## config.mk

```make
export PLATFORM = sky130hd
export DESIGN_NAME = asp_serial_port
export DESIGN_NICKNAME = d
export VERILOG_FILES = /design/src/hw/asp_pkg.sv /design/src/hw/asp_baud_gen.sv /design/src/hw/asp_serial_port.sv
export SDC_FILE = /design/constraint.sdc
export NUM_CORES = 1
export LEC_CHECK = 0
export ABC_AREA = 1
export BUFFER_PORTS_ARGS = -buffer_cell sky130_fd_sc_hd__buf_2
export CELL_PAD_IN_SITES_DETAIL_PLACEMENT = 0
export CELL_PAD_IN_SITES_GLOBAL_PLACEMENT = 1
export CORE_MARGIN = 2
export CORE_UTILIZATION = 39
export DETAILED_ROUTE_END_ITERATION = 12
export PLACE_DENSITY = 0.81
export SLEW_MARGIN = 20
export SYNTH_ARGS = -nofsm -noshare
export SYNTH_HDL_FRONTEND = slang
export SYNTH_SLANG_ARGS = --single-unit
```

## constraint.sdc

```tcl
create_clock -name CLK -period 13.78 [get_ports CLK]
set_input_delay 0.689 -clock CLK [delete_from_list [all_inputs] [get_ports CLK]]
set_output_delay 0.689 -clock CLK [all_outputs]
set_load 0.005 [all_outputs]
```

## src/hw/asp_pkg.sv

```systemverilog
package asp_pkg;
    // register addresses on the peripheral bus
    localparam logic [15:0] ADDR_COMM_CONTROL = 16'h7050;
    localparam logic [15:0] ADDR_CONTROL_ONE = 16'h7051;
    localparam logic [15:0] ADDR_BAUD_HIGH = 16'h7052;
    localparam logic [15:0] ADDR_BAUD_LOW = 16'h7053;
    localparam logic [15:0] ADDR_CONTROL_TWO = 16'h7054;
    localparam logic [15:0] ADDR_RX_STATUS = 16'h7055;
    localparam logic [15:0] ADDR_EMU_RX_BUF = 16'h7056;
    localparam logic [15:0] ADDR_RX_DATA_BUF = 16'h7057;
    localparam logic [15:0] ADDR_TX_DATA_BUF = 16'h7059;
    localparam logic [15:0] ADDR_PIN_CONTROL = 16'h705E;
    localparam logic [15:0] ADDR_PRIORITY = 16'h705F;

    // comm_control fields
    localparam int CC_CHAR_LO = 0;
    localparam int CC_CHAR_HI = 2;
    localparam int CC_ADDR_MODE = 3;
    localparam int CC_PAR_EN = 5;
    localparam int CC_EVEN_PAR = 6;
    localparam int CC_TWO_STOP = 7;

    // control_one fields
    localparam int C1_RX_EN = 0;
    localparam int C1_TX_EN = 1;
    localparam int C1_SLEEP = 2;
    localparam int C1_TX_WAKE = 3;
    localparam int C1_CLK_EN = 4;
    localparam int C1_SW_RST_N = 5;
    localparam int C1_RXERR_IE = 6;

    // control_two fields
    localparam int C2_TX_IE = 0;
    localparam int C2_RXBK_IE = 1;
    localparam int C2_TX_EMPTY = 6;
    localparam int C2_TX_RDY = 7;

    // receiver_status fields
    localparam int RS_RX_WAKE = 1;
    localparam int RS_PAR_ERR = 2;
    localparam int RS_OVR_ERR = 3;
    localparam int RS_FRM_ERR = 4;
    localparam int RS_BREAK = 5;
    localparam int RS_RX_RDY = 6;
    localparam int RS_RX_ERR = 7;

    // reset values
    localparam logic [7:0] RST_BYTE = 8'h00;
    localparam logic [15:0] RST_BAUD = 16'h0000;

    // timing: eight sub-ticks per bit, sample in the middle
    localparam logic [2:0] SUB_LAST = 3'h7;
    localparam logic [2:0] SUB_MID = 3'h3;
    localparam logic [3:0] IDLE_BITS = 4'hA;
    localparam logic [3:0] WAKE_IDLE_BITS = 4'hB;
    localparam int FRAME_W = 13;
    localparam int RXS_W = 11;

    typedef enum logic [1:0] {
        RX_IDLE = 2'b00,
        RX_START = 2'b01,
        RX_BITS = 2'b10
    } asp_rx_state_t;
endpackage : asp_pkg

```

## src/hw/asp_baud_gen.sv

```systemverilog
// sub-bit tick: one pulse every (divisor + 1) clocks, eight per bit
module asp_baud_gen (
    input wire logic clk, // system clock
    input wire logic rst_n, // synchronous reset, active low
    input wire logic enable, // internal clock enable
    input wire logic [15:0] divisor, // bit-rate divisor
    output logic tick // one-cycle sub-bit pulse
);
    logic [15:0] cnt_q;

    // down counter reloads from divisor, so new rates take effect at wrap
    always_ff @(posedge clk) begin
        if (!rst_n || !enable) begin
            cnt_q <= asp_pkg::RST_BAUD;
            tick <= 1'b0;
        end else if (cnt_q == asp_pkg::RST_BAUD) begin
            cnt_q <= divisor;
            tick <= 1'b1;
        end else begin
            cnt_q <= cnt_q - 16'h0001;
            tick <= 1'b0;
        end
    end
endmodule // asp_baud_gen

```

## src/hw/asp_serial_port.sv

```systemverilog
// Overview of operation
// - tx shift register takes each buffered character, or 11 idle bits on an idle-line wake load, shifts it out per bit
// - rx shift register collects bits; character copied to both rx buffers
// - receiver and transmitter run independently, full duplex
// - line data is plain NRZ in both directions
// - frame is start, 1-8 data bits, optional parity, one or two stops
// - address-bit mode adds one bit marking address versus data
// - comm_control bits 2:0 choose character length one to eight
// - comm_control bit 5 enables parity generation and checking
// - comm_control bit 6 picks odd parity at 0, even at 1
// - comm_control bit 7 picks one or two transmitted stop bits
// - two byte registers hold the 16-bit bit-rate divisor
// - idle-line, address-bit and plain asynchronous modes supported
// - receiver_status has seven flags; control_two has tx flags and enables
// - control_one holds enables, wake, sleep, clock enable, software reset
// - bus bits 15:8 read undefined (zero here), writes there ignored
module asp_serial_port (
    input wire logic CLK, // system clock, 10 MHz
    input wire logic NRST, // synchronous reset, active low
    input wire logic [15:0] ADDR, // peripheral bus address
    input wire logic [15:0] WDATA, // peripheral bus write data
    input wire logic WE, // write strobe
    input wire logic RE, // read strobe
    output logic [15:0] RDATA, // read data, one cycle after RE
    input wire logic RX_DATA_PIN, // serial input from the peer
    output logic TX_DATA_PIN // serial output to the peer
);
    logic [7:0] comm_control_q, control_one_q, baud_hi_q, baud_lo_q;
    logic [7:0] ctl2_en_q, pin_control_q, priority_q;
    logic [7:0] tx_data_buffer_q, rx_data_buffer_q, emu_rx_buffer_q;
    logic tx_buf_full_q, tx_busy_q, idle_seen_q;
    logic [asp_pkg::FRAME_W-1:0] tx_shift_reg_q;
    logic [3:0] tx_left_q;
    logic [2:0] tx_sub_q;
    logic rx_meta_q, rx_sync_q;
    asp_pkg::asp_rx_state_t rx_state_q;
    logic [2:0] rx_sub_q;
    logic [3:0] rx_left_q, idle_cnt_q;
    logic [asp_pkg::RXS_W-1:0] rx_shift_reg_q;
    logic rx_wake_q, par_err_q, ovr_err_q, frm_err_q, brk_q, rx_rdy_q;
    logic tick, soft_rst_n, wr, rd, rx_done, tx_load;
    logic [3:0] char_len, rx_total;
    logic [7:0] rx_char;
    logic rx_addr, rx_par_bad, rx_stop_bad, rx_break, rx_is_addr;

    // frame bits, lsb first: start, data, address bit, parity, stop(s)
    function automatic logic [asp_pkg::FRAME_W-1:0] build_frame(
        input logic [7:0] data, input logic [3:0] len, input logic am,
        input logic abit, input logic pe, input logic even);
        logic [asp_pkg::FRAME_W-1:0] f;
        logic p;
        int pos;
        f = '1;
        p = ~even;
        pos = 1;
        f[0] = 1'b0;
        for (int i = 0; i < 8; i++) begin
            if (i < int'(len)) begin
                f[pos] = data[i];
                p = p ^ data[i];
                pos = pos + 1;
            end
        end
        if (am) begin
            f[pos] = abit;
            p = p ^ abit;
            pos = pos + 1;
        end
        if (pe) begin
            f[pos] = p;
        end
        return f;
    endfunction

    // bits after the start bit, up to and including the first stop
    function automatic logic [3:0] bits_after_start(
        input logic [3:0] len, input logic am, input logic pe);
        return len + {3'h0, am} + {3'h0, pe} + 4'h1;
    endfunction

    assign soft_rst_n = NRST && control_one_q[asp_pkg::C1_SW_RST_N];
    assign wr = WE && NRST;
    assign rd = RE && NRST;
    assign char_len = {1'b0, comm_control_q[asp_pkg::CC_CHAR_HI:
        asp_pkg::CC_CHAR_LO]} + 4'h1;
    assign rx_total = bits_after_start(char_len,
        comm_control_q[asp_pkg::CC_ADDR_MODE],
        comm_control_q[asp_pkg::CC_PAR_EN]);

    // shared sub-bit tick from the 16-bit divisor
    asp_baud_gen u_baud (
        .clk(CLK),
        .rst_n(soft_rst_n),
        .enable(control_one_q[asp_pkg::C1_CLK_EN]),
        .divisor({baud_hi_q, baud_lo_q}),
        .tick(tick)
    );

    // plain configuration registers; upper bus bits are dropped
    always_ff @(posedge CLK) begin
        if (!NRST) begin
            comm_control_q <= asp_pkg::RST_BYTE;
            baud_hi_q <= asp_pkg::RST_BYTE;
            baud_lo_q <= asp_pkg::RST_BYTE;
            ctl2_en_q <= asp_pkg::RST_BYTE;
            pin_control_q <= asp_pkg::RST_BYTE;
            priority_q <= asp_pkg::RST_BYTE;
        end else if (wr) begin
            case (ADDR)
                asp_pkg::ADDR_COMM_CONTROL: comm_control_q <= WDATA[7:0];
                asp_pkg::ADDR_BAUD_HIGH: baud_hi_q <= WDATA[7:0];
                asp_pkg::ADDR_BAUD_LOW: baud_lo_q <= WDATA[7:0];
                asp_pkg::ADDR_CONTROL_TWO: ctl2_en_q <= WDATA[7:0];
                asp_pkg::ADDR_PIN_CONTROL: pin_control_q <= WDATA[7:0];
                asp_pkg::ADDR_PRIORITY: priority_q <= WDATA[7:0];
                default: ;
            endcase
        end
    end

    // control_one; a same-cycle write beats the load's wake clear
    always_ff @(posedge CLK) begin
        if (!NRST) begin
            control_one_q <= asp_pkg::RST_BYTE;
        end else if (wr && ADDR == asp_pkg::ADDR_CONTROL_ONE) begin
            control_one_q <= WDATA[7:0];
        end else if (tx_load) begin
            control_one_q[asp_pkg::C1_TX_WAKE] <= 1'b0;
        end
    end

    // transmit buffer: cpu write fills it, shifter load empties it
    assign tx_load = tx_buf_full_q && !tx_busy_q
                     && control_one_q[asp_pkg::C1_TX_EN];
    always_ff @(posedge CLK) begin
        if (!soft_rst_n) begin
            tx_buf_full_q <= 1'b0;
            tx_data_buffer_q <= asp_pkg::RST_BYTE;
        end else if (wr && ADDR == asp_pkg::ADDR_TX_DATA_BUF) begin
            tx_data_buffer_q <= WDATA[7:0];
            tx_buf_full_q <= 1'b1;
        end else if (tx_load) begin
            tx_buf_full_q <= 1'b0;
        end
    end

    // transmit shifter; a wake load in idle-line mode sends 11 idle bits
    always_ff @(posedge CLK) begin
        if (!soft_rst_n) begin
            tx_busy_q <= 1'b0;
            tx_shift_reg_q <= '1;
            tx_left_q <= 4'h0;
            tx_sub_q <= 3'h0;
            TX_DATA_PIN <= 1'b1;
        end else if (tx_load) begin
            tx_busy_q <= 1'b1;
            tx_sub_q <= 3'h0;
            if (control_one_q[asp_pkg::C1_TX_WAKE]
                && !comm_control_q[asp_pkg::CC_ADDR_MODE]) begin
                tx_shift_reg_q <= '1;
                tx_left_q <= asp_pkg::WAKE_IDLE_BITS;
            end else begin
                tx_shift_reg_q <= build_frame(tx_data_buffer_q, char_len,
                    comm_control_q[asp_pkg::CC_ADDR_MODE],
                    control_one_q[asp_pkg::C1_TX_WAKE],
                    comm_control_q[asp_pkg::CC_PAR_EN],
                    comm_control_q[asp_pkg::CC_EVEN_PAR]);
                tx_left_q <= rx_total
                    + {3'h0, comm_control_q[asp_pkg::CC_TWO_STOP]}
                    + 4'h1;
            end
        end else if (tx_busy_q && tick) begin
            if (tx_sub_q == 3'h0) begin
                TX_DATA_PIN <= tx_shift_reg_q[0];
                tx_shift_reg_q <= {1'b1,
                    tx_shift_reg_q[asp_pkg::FRAME_W-1:1]};
            end
            tx_sub_q <= tx_sub_q + 3'h1;
            if (tx_sub_q == asp_pkg::SUB_LAST) begin
                tx_left_q <= tx_left_q - 4'h1;
                if (tx_left_q == 4'h1) begin
                    tx_busy_q <= 1'b0;
                end
            end
        end else if (!tx_busy_q) begin
            TX_DATA_PIN <= 1'b1;
        end
    end

    // two-flop synchroniser on the receive pin
    always_ff @(posedge CLK) begin
        if (!NRST) begin
            rx_meta_q <= 1'b1;
            rx_sync_q <= 1'b1;
        end else begin
            rx_meta_q <= RX_DATA_PIN;
            rx_sync_q <= rx_meta_q;
        end
    end

    // receive sequencer; sampling mid-bit tolerates 3/8 bit of skew
    always_ff @(posedge CLK) begin
        if (!soft_rst_n || !control_one_q[asp_pkg::C1_RX_EN]) begin
            rx_state_q <= asp_pkg::RX_IDLE;
            rx_sub_q <= 3'h0;
            rx_left_q <= 4'h0;
            rx_shift_reg_q <= '0;
        end else if (tick) begin
            rx_sub_q <= rx_sub_q + 3'h1;
            case (rx_state_q)
                asp_pkg::RX_IDLE: begin
                    if (!rx_sync_q) begin
                        rx_sub_q <= 3'h0;
                        rx_state_q <= asp_pkg::RX_START;
                    end
                end
                asp_pkg::RX_START: begin
                    if (rx_sub_q == asp_pkg::SUB_MID) begin
                        rx_sub_q <= 3'h0;
                        rx_left_q <= rx_total;
                        rx_state_q <= rx_sync_q ? asp_pkg::RX_IDLE
                                                : asp_pkg::RX_BITS;
                    end
                end
                asp_pkg::RX_BITS: begin
                    if (rx_sub_q == asp_pkg::SUB_LAST) begin
                        rx_shift_reg_q <= {rx_sync_q,
                            rx_shift_reg_q[asp_pkg::RXS_W-1:1]};
                        rx_left_q <= rx_left_q - 4'h1;
                        if (rx_left_q == 4'h1) begin
                            rx_state_q <= asp_pkg::RX_IDLE;
                        end
                    end
                end
                default: rx_state_q <= asp_pkg::RX_IDLE;
            endcase
        end
    end

    assign rx_done = tick && rx_state_q == asp_pkg::RX_BITS
                     && rx_sub_q == asp_pkg::SUB_LAST && rx_left_q == 4'h1;

    // decode the frame as it completes, stop bit arriving this cycle
    always_comb begin
        logic [asp_pkg::RXS_W-1:0] v;
        logic p;
        v = {rx_sync_q, rx_shift_reg_q[asp_pkg::RXS_W-1:1]}
            >> (asp_pkg::RXS_W - int'(rx_total));
        p = comm_control_q[asp_pkg::CC_EVEN_PAR];
        rx_char = 8'h00;
        for (int i = 0; i < 8; i++) begin
            if (i < int'(char_len)) begin
                rx_char[i] = v[i];
                p = p ^ v[i];
            end
        end
        rx_addr = v[char_len];
        if (comm_control_q[asp_pkg::CC_ADDR_MODE]) begin
            p = p ^ rx_addr;
        end
        rx_par_bad = comm_control_q[asp_pkg::CC_PAR_EN]
                     && (p ^ v[rx_total - 4'h2]) == 1'b0;
        rx_stop_bad = !rx_sync_q;
        rx_break = rx_stop_bad && v == '0;
        rx_is_addr = comm_control_q[asp_pkg::CC_ADDR_MODE] ? rx_addr
                                                           : idle_seen_q;
    end

    // ten idle bit times before a frame mark the next one as an address
    always_ff @(posedge CLK) begin
        if (!soft_rst_n) begin
            idle_cnt_q <= 4'h0;
            idle_seen_q <= 1'b0;
        end else if (rx_state_q != asp_pkg::RX_IDLE || !rx_sync_q) begin
            idle_cnt_q <= 4'h0;
            if (rx_done) begin
                idle_seen_q <= 1'b0;
            end
        end else if (tick && rx_sub_q == asp_pkg::SUB_LAST
                     && idle_cnt_q != asp_pkg::IDLE_BITS) begin
            idle_cnt_q <= idle_cnt_q + 4'h1; // whole idle bits
        end else if (idle_cnt_q == asp_pkg::IDLE_BITS) begin
            idle_seen_q <= 1'b1;
        end
    end

    // receive buffers and status; a new event beats a same-cycle clear
    always_ff @(posedge CLK) begin
        if (!soft_rst_n) begin
            rx_data_buffer_q <= asp_pkg::RST_BYTE;
            emu_rx_buffer_q <= asp_pkg::RST_BYTE;
            {rx_wake_q, par_err_q, ovr_err_q, frm_err_q} <= 4'h0;
            {brk_q, rx_rdy_q} <= 2'b00;
        end else if (rx_done && (!control_one_q[asp_pkg::C1_SLEEP]
                                 || rx_is_addr)) begin
            rx_data_buffer_q <= rx_char;
            emu_rx_buffer_q <= rx_char;
            rx_wake_q <= rx_is_addr;
            par_err_q <= par_err_q | rx_par_bad;
            frm_err_q <= frm_err_q | rx_stop_bad;
            brk_q <= brk_q | rx_break;
            ovr_err_q <= ovr_err_q | (rx_rdy_q && !(rd
                && ADDR == asp_pkg::ADDR_RX_DATA_BUF));
            rx_rdy_q <= 1'b1;
        end else if (rd && ADDR == asp_pkg::ADDR_RX_DATA_BUF) begin
            rx_rdy_q <= 1'b0;
        end
    end

    // read data registered; bits 15:8 are driven as zero
    always_ff @(posedge CLK) begin
        if (!NRST) begin
            RDATA <= 16'h0000;
        end else if (rd) begin
            RDATA <= 16'h0000;
            case (ADDR)
                asp_pkg::ADDR_COMM_CONTROL: RDATA[7:0] <= comm_control_q;
                asp_pkg::ADDR_CONTROL_ONE: RDATA[7:0] <= control_one_q;
                asp_pkg::ADDR_BAUD_HIGH: RDATA[7:0] <= baud_hi_q;
                asp_pkg::ADDR_BAUD_LOW: RDATA[7:0] <= baud_lo_q;
                asp_pkg::ADDR_CONTROL_TWO: begin
                    RDATA[asp_pkg::C2_TX_IE] <= ctl2_en_q[asp_pkg::C2_TX_IE];
                    RDATA[asp_pkg::C2_RXBK_IE] <= ctl2_en_q[asp_pkg::C2_RXBK_IE];
                    RDATA[asp_pkg::C2_TX_EMPTY] <=
                        !tx_buf_full_q && !tx_busy_q;
                    RDATA[asp_pkg::C2_TX_RDY] <= !tx_buf_full_q;
                end
                asp_pkg::ADDR_RX_STATUS: begin
                    RDATA[asp_pkg::RS_RX_WAKE] <= rx_wake_q;
                    RDATA[asp_pkg::RS_PAR_ERR] <= par_err_q;
                    RDATA[asp_pkg::RS_OVR_ERR] <= ovr_err_q;
                    RDATA[asp_pkg::RS_FRM_ERR] <= frm_err_q;
                    RDATA[asp_pkg::RS_BREAK] <= brk_q;
                    RDATA[asp_pkg::RS_RX_RDY] <= rx_rdy_q;
                    RDATA[asp_pkg::RS_RX_ERR] <=
                        par_err_q | ovr_err_q | frm_err_q | brk_q;
                end
                asp_pkg::ADDR_EMU_RX_BUF: RDATA[7:0] <= emu_rx_buffer_q;
                asp_pkg::ADDR_RX_DATA_BUF: RDATA[7:0] <= rx_data_buffer_q;
                asp_pkg::ADDR_PIN_CONTROL: RDATA[7:0] <= pin_control_q;
                asp_pkg::ADDR_PRIORITY: RDATA[7:0] <= priority_q;
                default: ;
            endcase
        end
    end
endmodule // asp_serial_port

```

# Word-level counts from Yosys, hierarchy flattened
# Index checks and enable logic that the tools add are counted.
dict set report word_totals {
  ff_bits 147
  inputBits 37
  out_inout_bits 17
  word_cells 415
}
dict set report op_classes {
  add_sub_neg 22
  n_lt_le_gt_ge 28
  n_eq_ne 28
  shifts 1
  n_mux 200
  bitwise_logic 30
  n_reduce_logical 73
}
# operator count
set ops {}
lappend ops {{$mux W32} 35}
lappend ops {{$mux W13} 37}
lappend ops {{$ge A32 B1 Y1 const B} 9}
lappend ops {{$lt A32 B6 Y1 const B} 9}
lappend ops {{$add A32 B2 Y32 const B} 8}
lappend ops {{$eq A16 B15 Y1 const B} 11}
lappend ops {{$bwmux W13} 9}
lappend ops {{$mux W1} 86}
lappend ops {{$demux W1 S4} 9}
lappend ops {{$pmux W4 S8} 1}
lappend ops {{$shr A11 B32 Y11} 1}
lappend ops {{$logic_and A1 B1 Y1} 29}
lappend ops {{$mux W4} 6}
lappend ops {{$reduce_bool A2 Y1} 10}
lappend ops {{$xor A1 B1 Y1} 19}
lappend ops {{$pmux W2 S9} 1}
lappend ops {{$logic_not A16 Y1} 1}
lappend ops {{$lt A3 B4 Y1 const A} 4}
lappend ops {{$mux W16} 1}
lappend ops {{$reduce_and A2 Y1} 8}
lappend ops {{$sub A16 B1 Y16 const B} 1}
lappend ops {{$add A4 B1 Y4} 3}
lappend ops {{$add A4 B1 Y4 const B} 3}
lappend ops {{$mux W2} 6}
lappend ops {{other kinds (35)} 75}

# Longest topological paths before layout
dict set report logic_depth {
  depth_word 54
  ltp_mapped 39
  mapped_depth_nobuf 39
}

# Modules after synthesis
# Synthesis repeated with hierarchy kept, for this count alone.
dict set report hier_totals {
  hier_cells 1654
  hier_area_um2 10396.2
}
# module instances cells_per_inst area_each_um2 seq_area_each_um2
set modules_own_cells {}
lappend modules_own_cells {asp_serial_port 1 1474 9270.1 2582.5}
lappend modules_own_cells {asp_baud_gen 1 180 1126.1 340.3}

# Worst setup path before layout
# Ideal clock, no wire load.
dict set report synth_path {
  path_kind {register to register}
  startpoint {register comm_control_q[0]}
  endpoint {register tx_shift_reg_q[10] (netlist bit)}
  setup_ns 0.112
  t_arrival_ns 5.062
  required_ns 13.668
  setup_slack_ns 8.605
  path_stages_with_launch 40
  n_path_buf 0
  period_less_slack_ns 5.175
  path_cell_list {dfxtp_1 > clkinv_1 > ha_1 > inv_1 > nand2_4 > nor2_1 > inv_1 > ha_1 > inv_1 > nor2_1 > a21oi_1 > inv_1 > ha_1 > nand2_1 > nand2_1 > ha_1 > nand2_1 > nand2_1 > (+4 left out) > nand2_4 > nand2_4 > nand2_8 > nor2_4 > inv_2 > nand2_4 > inv_4 > nand2_2 > nor2_4 > nand2_2 > nand2_4 > nand2_8 > nor2_4 > nand2_1 > nand2_1 > nand3_1 > nand2_1 > nand2_1}
}
dict set report synth_via {
  elab_chain_len 54
  elab_cells_between_ends 186
  cone_classes {9 x add/sub; 26 x order compare; 134 x mux; 8 x bitwise; 9 x reduce/logical}
}
# element line_no
set synth_lines {}
lappend synth_lines {{from (decl)} asp_serial_port.sv:28} ;# logic [7:0] comm_control_q, control_one_q, baud_hi_q, baud_lo_q;
lappend synth_lines {{from (signal assigned)} asp_serial_port.sv:102} ;# comm_control_q <= asp_pkg::RST_BYTE;
lappend synth_lines {{from (signal assigned)} asp_serial_port.sv:110} ;# asp_pkg::ADDR_COMM_CONTROL: comm_control_q <= WDATA[7:0];
lappend synth_lines {{$add A3 B1 Y4 *} asp_serial_port.sv:85} ;# asp_pkg::CC_CHAR_LO]} + 4'h1;
lappend synth_lines {{$lt A1 B4 Y1} asp_serial_port.sv:58} ;# if (i < int'(len)) begin
lappend synth_lines {{$mux W2} asp_serial_port.sv:58}
lappend synth_lines {{$mux W32} asp_serial_port.sv:158} ;# if (control_one_q[asp_pkg::C1_TX_WAKE]
lappend synth_lines {{$mux W32} asp_serial_port.sv:155} ;# end else if (tx_load) begin
lappend synth_lines {{$mux W32} asp_serial_port.sv:149} ;# if (!soft_rst_n) begin
lappend synth_lines {{$add A32 B2 Y32 (tied with other cells)} asp_serial_port.sv:61} ;# pos = pos + 1;
lappend synth_lines {{$mux W32 / $logic_and A1 B1 Y1 (equally long branches)} {asp_serial_port.sv:58, asp_serial_port.sv:59}}
lappend synth_lines {{(+38 left out)} n/a}
lappend synth_lines {{$ge A32 B1 Y1 (implied by the code) (tied with other cells)} asp_serial_port.sv:70} ;# f[pos] = p;
lappend synth_lines {{$logic_and A1 B1 Y1 (implied by the code) / $mux W13 (equally long branches)} {asp_serial_port.sv:70, asp_serial_port.sv:158}}
lappend synth_lines {{$mux W1 (implied by the code) / $mux W13 (equally long branches)} {asp_serial_port.sv:70, asp_serial_port.sv:155}}
lappend synth_lines {{$demux W1 S4 / $mux W13 (equally long branches)} {asp_serial_port.sv:70, asp_serial_port.sv:149}}
lappend synth_lines {{$bwmux W13} asp_serial_port.sv:70}
lappend synth_lines {{$mux W13 *} asp_serial_port.sv:69} ;# if (pe) begin
lappend synth_lines {{$mux W13 *} asp_serial_port.sv:158}
lappend synth_lines {{$mux W13 *} asp_serial_port.sv:155}
lappend synth_lines {{to (signal assigned)} asp_serial_port.sv:163} ;# tx_shift_reg_q <= build_frame(tx_data_buffer_q, char_len,
lappend synth_lines {{to (signal assigned)} asp_serial_port.sv:175} ;# tx_shift_reg_q <= {1'b1,
lappend synth_lines {{to (decl)} asp_serial_port.sv:32} ;# logic [asp_pkg::FRAME_W-1:0] tx_shift_reg_q;
# Every way passes the cells marked *; elsewhere a longest branch is shown, timed or not. The select of a mux whose other input is x is not followed.
# A chain may end at the register's enable or synchronous reset.

# Worst setup path in the final report
dict set report layout_path {
  startpoint {register comm_control_q[0]}
  endpoint {register tx_shift_reg_q[4] (netlist bit)}
}
# The elaborated chain is that of the path after synthesis.

==> out/results.ini <==
[global_route]
grt_max_degree = 54
grt_usage_pct = 21.18
antenna_found_initial = 0
grt_pass1_wl_um = 47950
first_global_vias = 9302
grt_overflow_total = 0

[timing]
fin_setup_tns_ns = 0
finalHoldViolCount = 0
slew_violations = 0
rsz0062_at_grt = no
max_clock_freq_mhz = 148.5
setup_slack_ns = 7.044
timing.final.crit_share_pct = 48.88
finalCriticalPeriod_ns = 6.736
finalSetupViolations = 0
relSlewSlack_pct = 29.26
worstMarginPinSlew_ns = 1.060
clock-skew-final_ns = 0.009023

[clock_network]
worstSkewPairLatency_ns = 0.43
clock_path_buffers = 2
cts-buffers-inserted = 17
cts-root-buf = clkbuf_16
hold_buffers = 0
cts.sinks = 146
cts_resized = 0
post_cts_buffers = 0
cts_max_level = 4
cts_tree = yes
clk_pin_slew_ns = 0.08

[synthesis]
synth_compound_area_share_pct = 17.97
synthAdderAreaFrac_pct = 5.210
synthArstFlopShare_pct = 0
synth_mux_area_share_pct = 0.09785
synth-seq-cells = 146
synth_warnings = 0
synth_cells = 1574
ys_types = 64
synth_xor_area_share_pct = 1.884
synth_top_family_by_area = simple AND/OR/NAND/NOR gates
yosysSeqAreaShare_pct = 28.57
yosys.area_share.simple_pct = 35.15
synth_area_per_cell_um2 = 6.499
synth.cell_area_um2 = 10230
synthFlopType = dfxtp_1
synth_edf_count = 0

[detailed_routing]
drtPass1Iterations = 5
wl_per_cell_um = 14.89
vias = 10200
drc = 0
postRouteWirelength_um = 28890
topRoutingLayerUsed = met4
via_per_inst = 5.255
initialDrtViolationCount = 950
met2WireLength_um = 13380
met1_length_um = 14160
drtAntennaViolNets = 0
dr_wl_met3_um = 989

[critical_path]
reg2reg_from = comm_control_q[0]
path_max_fanout = 16
required_ns = 14.11
slowest_delay_ns = 0.79
critPathLaunch = comm_control_q[0]
critPathArrivalTime_ns = 7.07
crit_type = flip-flop to flip-flop
path_common_cell = nand2_1
cp_slowest_cell = dfxtp_1
cp-end-kind = flip-flop
critPathLaunchType = flip-flop

[final_layout]
final_nets = 1671
syn2layout_area_growth_pct = 9.907
final_core_utilization_pct = 43.39
diodes = 0
drive_gt1_share_pct = 9.907

[floorplan]
start_util_pct = 39.48
core-area_um2 = 25910
die_width_um = 166.0
ios = 54
rows = 59
die_area_um2 = 27540
dieHeight_um = 166.0

[placed_design]
gp_congestion = 0.9146
place.detailed.hpwl_um = 22140
io_buffer_count = 37
detailedPlace.worstSlack_ns = 7.054

[run_status]
status = finished, final reports clean

[power_and_ir_drop]
power.total_mw = 0.9028
peakVddDrop_uv = 79.58
p_leak_nw = 4.779
p_per_area_nw_per_um2 = 80.30

[hold_path]
min-delay-start = rx_meta_q
hold_path.class = flip-flop to flip-flop

[flow_run]
drv_cap = 0

-- cell usage in the layout, fill, tap and decap left out, types with 6 or more instances in the layout --
master and instances:
buf_2 37, ha_1 41, conb_1 8, clkbuf_16 17, xnor2_1 8, dfxtp_1 146
a22oi_1 6, inv_2 14, o211ai_1 13, xor2_1 14, a211oi_1 7, inv_6 6
nand2_2 7, a21oi_1 76, nor2_2 6, o22ai_1 19, nand3_2 6, nor2_1 107
nand4_1 26, nand3_1 172, nor3_1 17, nor4_1 6, nand2_4 18, inv_1 216
nor2_4 9, a221oi_1 9, nand2_1 355, o21ai_0 164
-- final cells by class --
type,instances,area (um^2)
Fill cell,2770,14670
Clock inverter,15,153.9
Inverter,236,889.6
Multi-Input combinational cell,1149,6210
Clock buffer,17,425.4
Tap cell,335,419.2
Timing Repair Buffer,42,222.7
Sequential cell,146,2923
-- routing by layer --
| layer | global-route usage, % | vias to the layer above |
|---|---|---|
| met4 | 4.612 | 0 |
| met2 | 35.45 | 216 |
| met3 | 2.502 | 23 |
| met1 | 29.34 | 4719 |
| met5 | 0 | - |
| li1 | - | 5237 |
-- state kept, by name (all words and copies together), names as in the netlist, 8 cells and up --
register / cells
baud_lo_q: 8
tx_data_buffer_q: 8
baud_hi_q: 8
rx_shift_reg_q: 10
u_baud.cnt_q: 16
tx_shift_reg_q: 13
RDATA: 8
pin_control_q: 8
comm_control_q: 8
emu_rx_buffer_q: 8
priority_q: 8
control_one_q: 8
-- worst paths after layout --
path / depth (start not counted) / slack [ns] / end
max: 37 / 7.04 / tx_shift_reg_q[4]
min: 1 / 0.42 / rx_sync_q
max reg2reg: 37 / 7.04 / tx_shift_reg_q[4]
min reg2reg: 1 / 0.42 / rx_sync_q
-- synthesized netlist by cell type, types with 13 or more instances --
| library cell | n | area [um^2] |
|---|---|---|
| a21oi_1 | 77 | 385.4 |
| clkbuf_1 | 28 | 105.1 |
| dfxtp_1 | 146 | 2923 |
| ha_1 | 41 | 513.0 |
| inv_1 | 216 | 810.8 |
| inv_2 | 14 | 52.55 |
| nand2_1 | 355 | 1333 |
| nand2_4 | 18 | 202.7 |
| nand3_1 | 172 | 860.8 |
| nand4_1 | 26 | 162.7 |
| nor2_1 | 107 | 401.6 |
| nor3_1 | 17 | 85.08 |
| o211ai_1 | 13 | 97.59 |
| o21ai_0 | 164 | 820.8 |
| o22ai_1 | 19 | 118.9 |
| xor2_1 | 14 | 122.6 |
-- per-stage QoR --
stage / hold WS, ns / cell area, um^2 / instances
after global routing: 0.4545 / 11240 / 1940
after floorplan: 0.3925 / 10260 / 1581
after detailed placement: 0.4095 / 10650 / 1908
after global placement: 0.4068 / 10650 / 1908
final: 0.4195 / 11240 / 1940
after CTS: 0.4247 / 11230 / 1940
-- power by group --
group,internal [mW],switching (mW)
Clock,0.243,0.217
Combinational,0.00497,0.0151
Sequential,0.422,0.000263
Total,0.670,0.233
-- logic make-up (layout without fill, tap and decap cells) --
| group | Yosys count | count (layout) |
|---|---|---|
| xor+xnor | 22 | 22 |
| other cells | 1 | 8 |
| flops | 146 | 146 |
| mux | 1 | 1 |
| fa+ha+maj | 42 | 42 |
| simple gates | 752 | 752 |
| buf+inv | 286 | 310 |
| compound gates | 324 | 324 |
-- worst max-delay path, delay by kind of cell (launching register included) --
family	cells	cell delay, ns
AND/OR/NAND/NOR	24	2.63
AO/OA/AOI/OAI	1	0.18
buffers and inverters	7	1.30
flip-flops	1	0.79
adder cells (fa/ha/maj)	5	1.68
(Power assumes the default switching activity.)
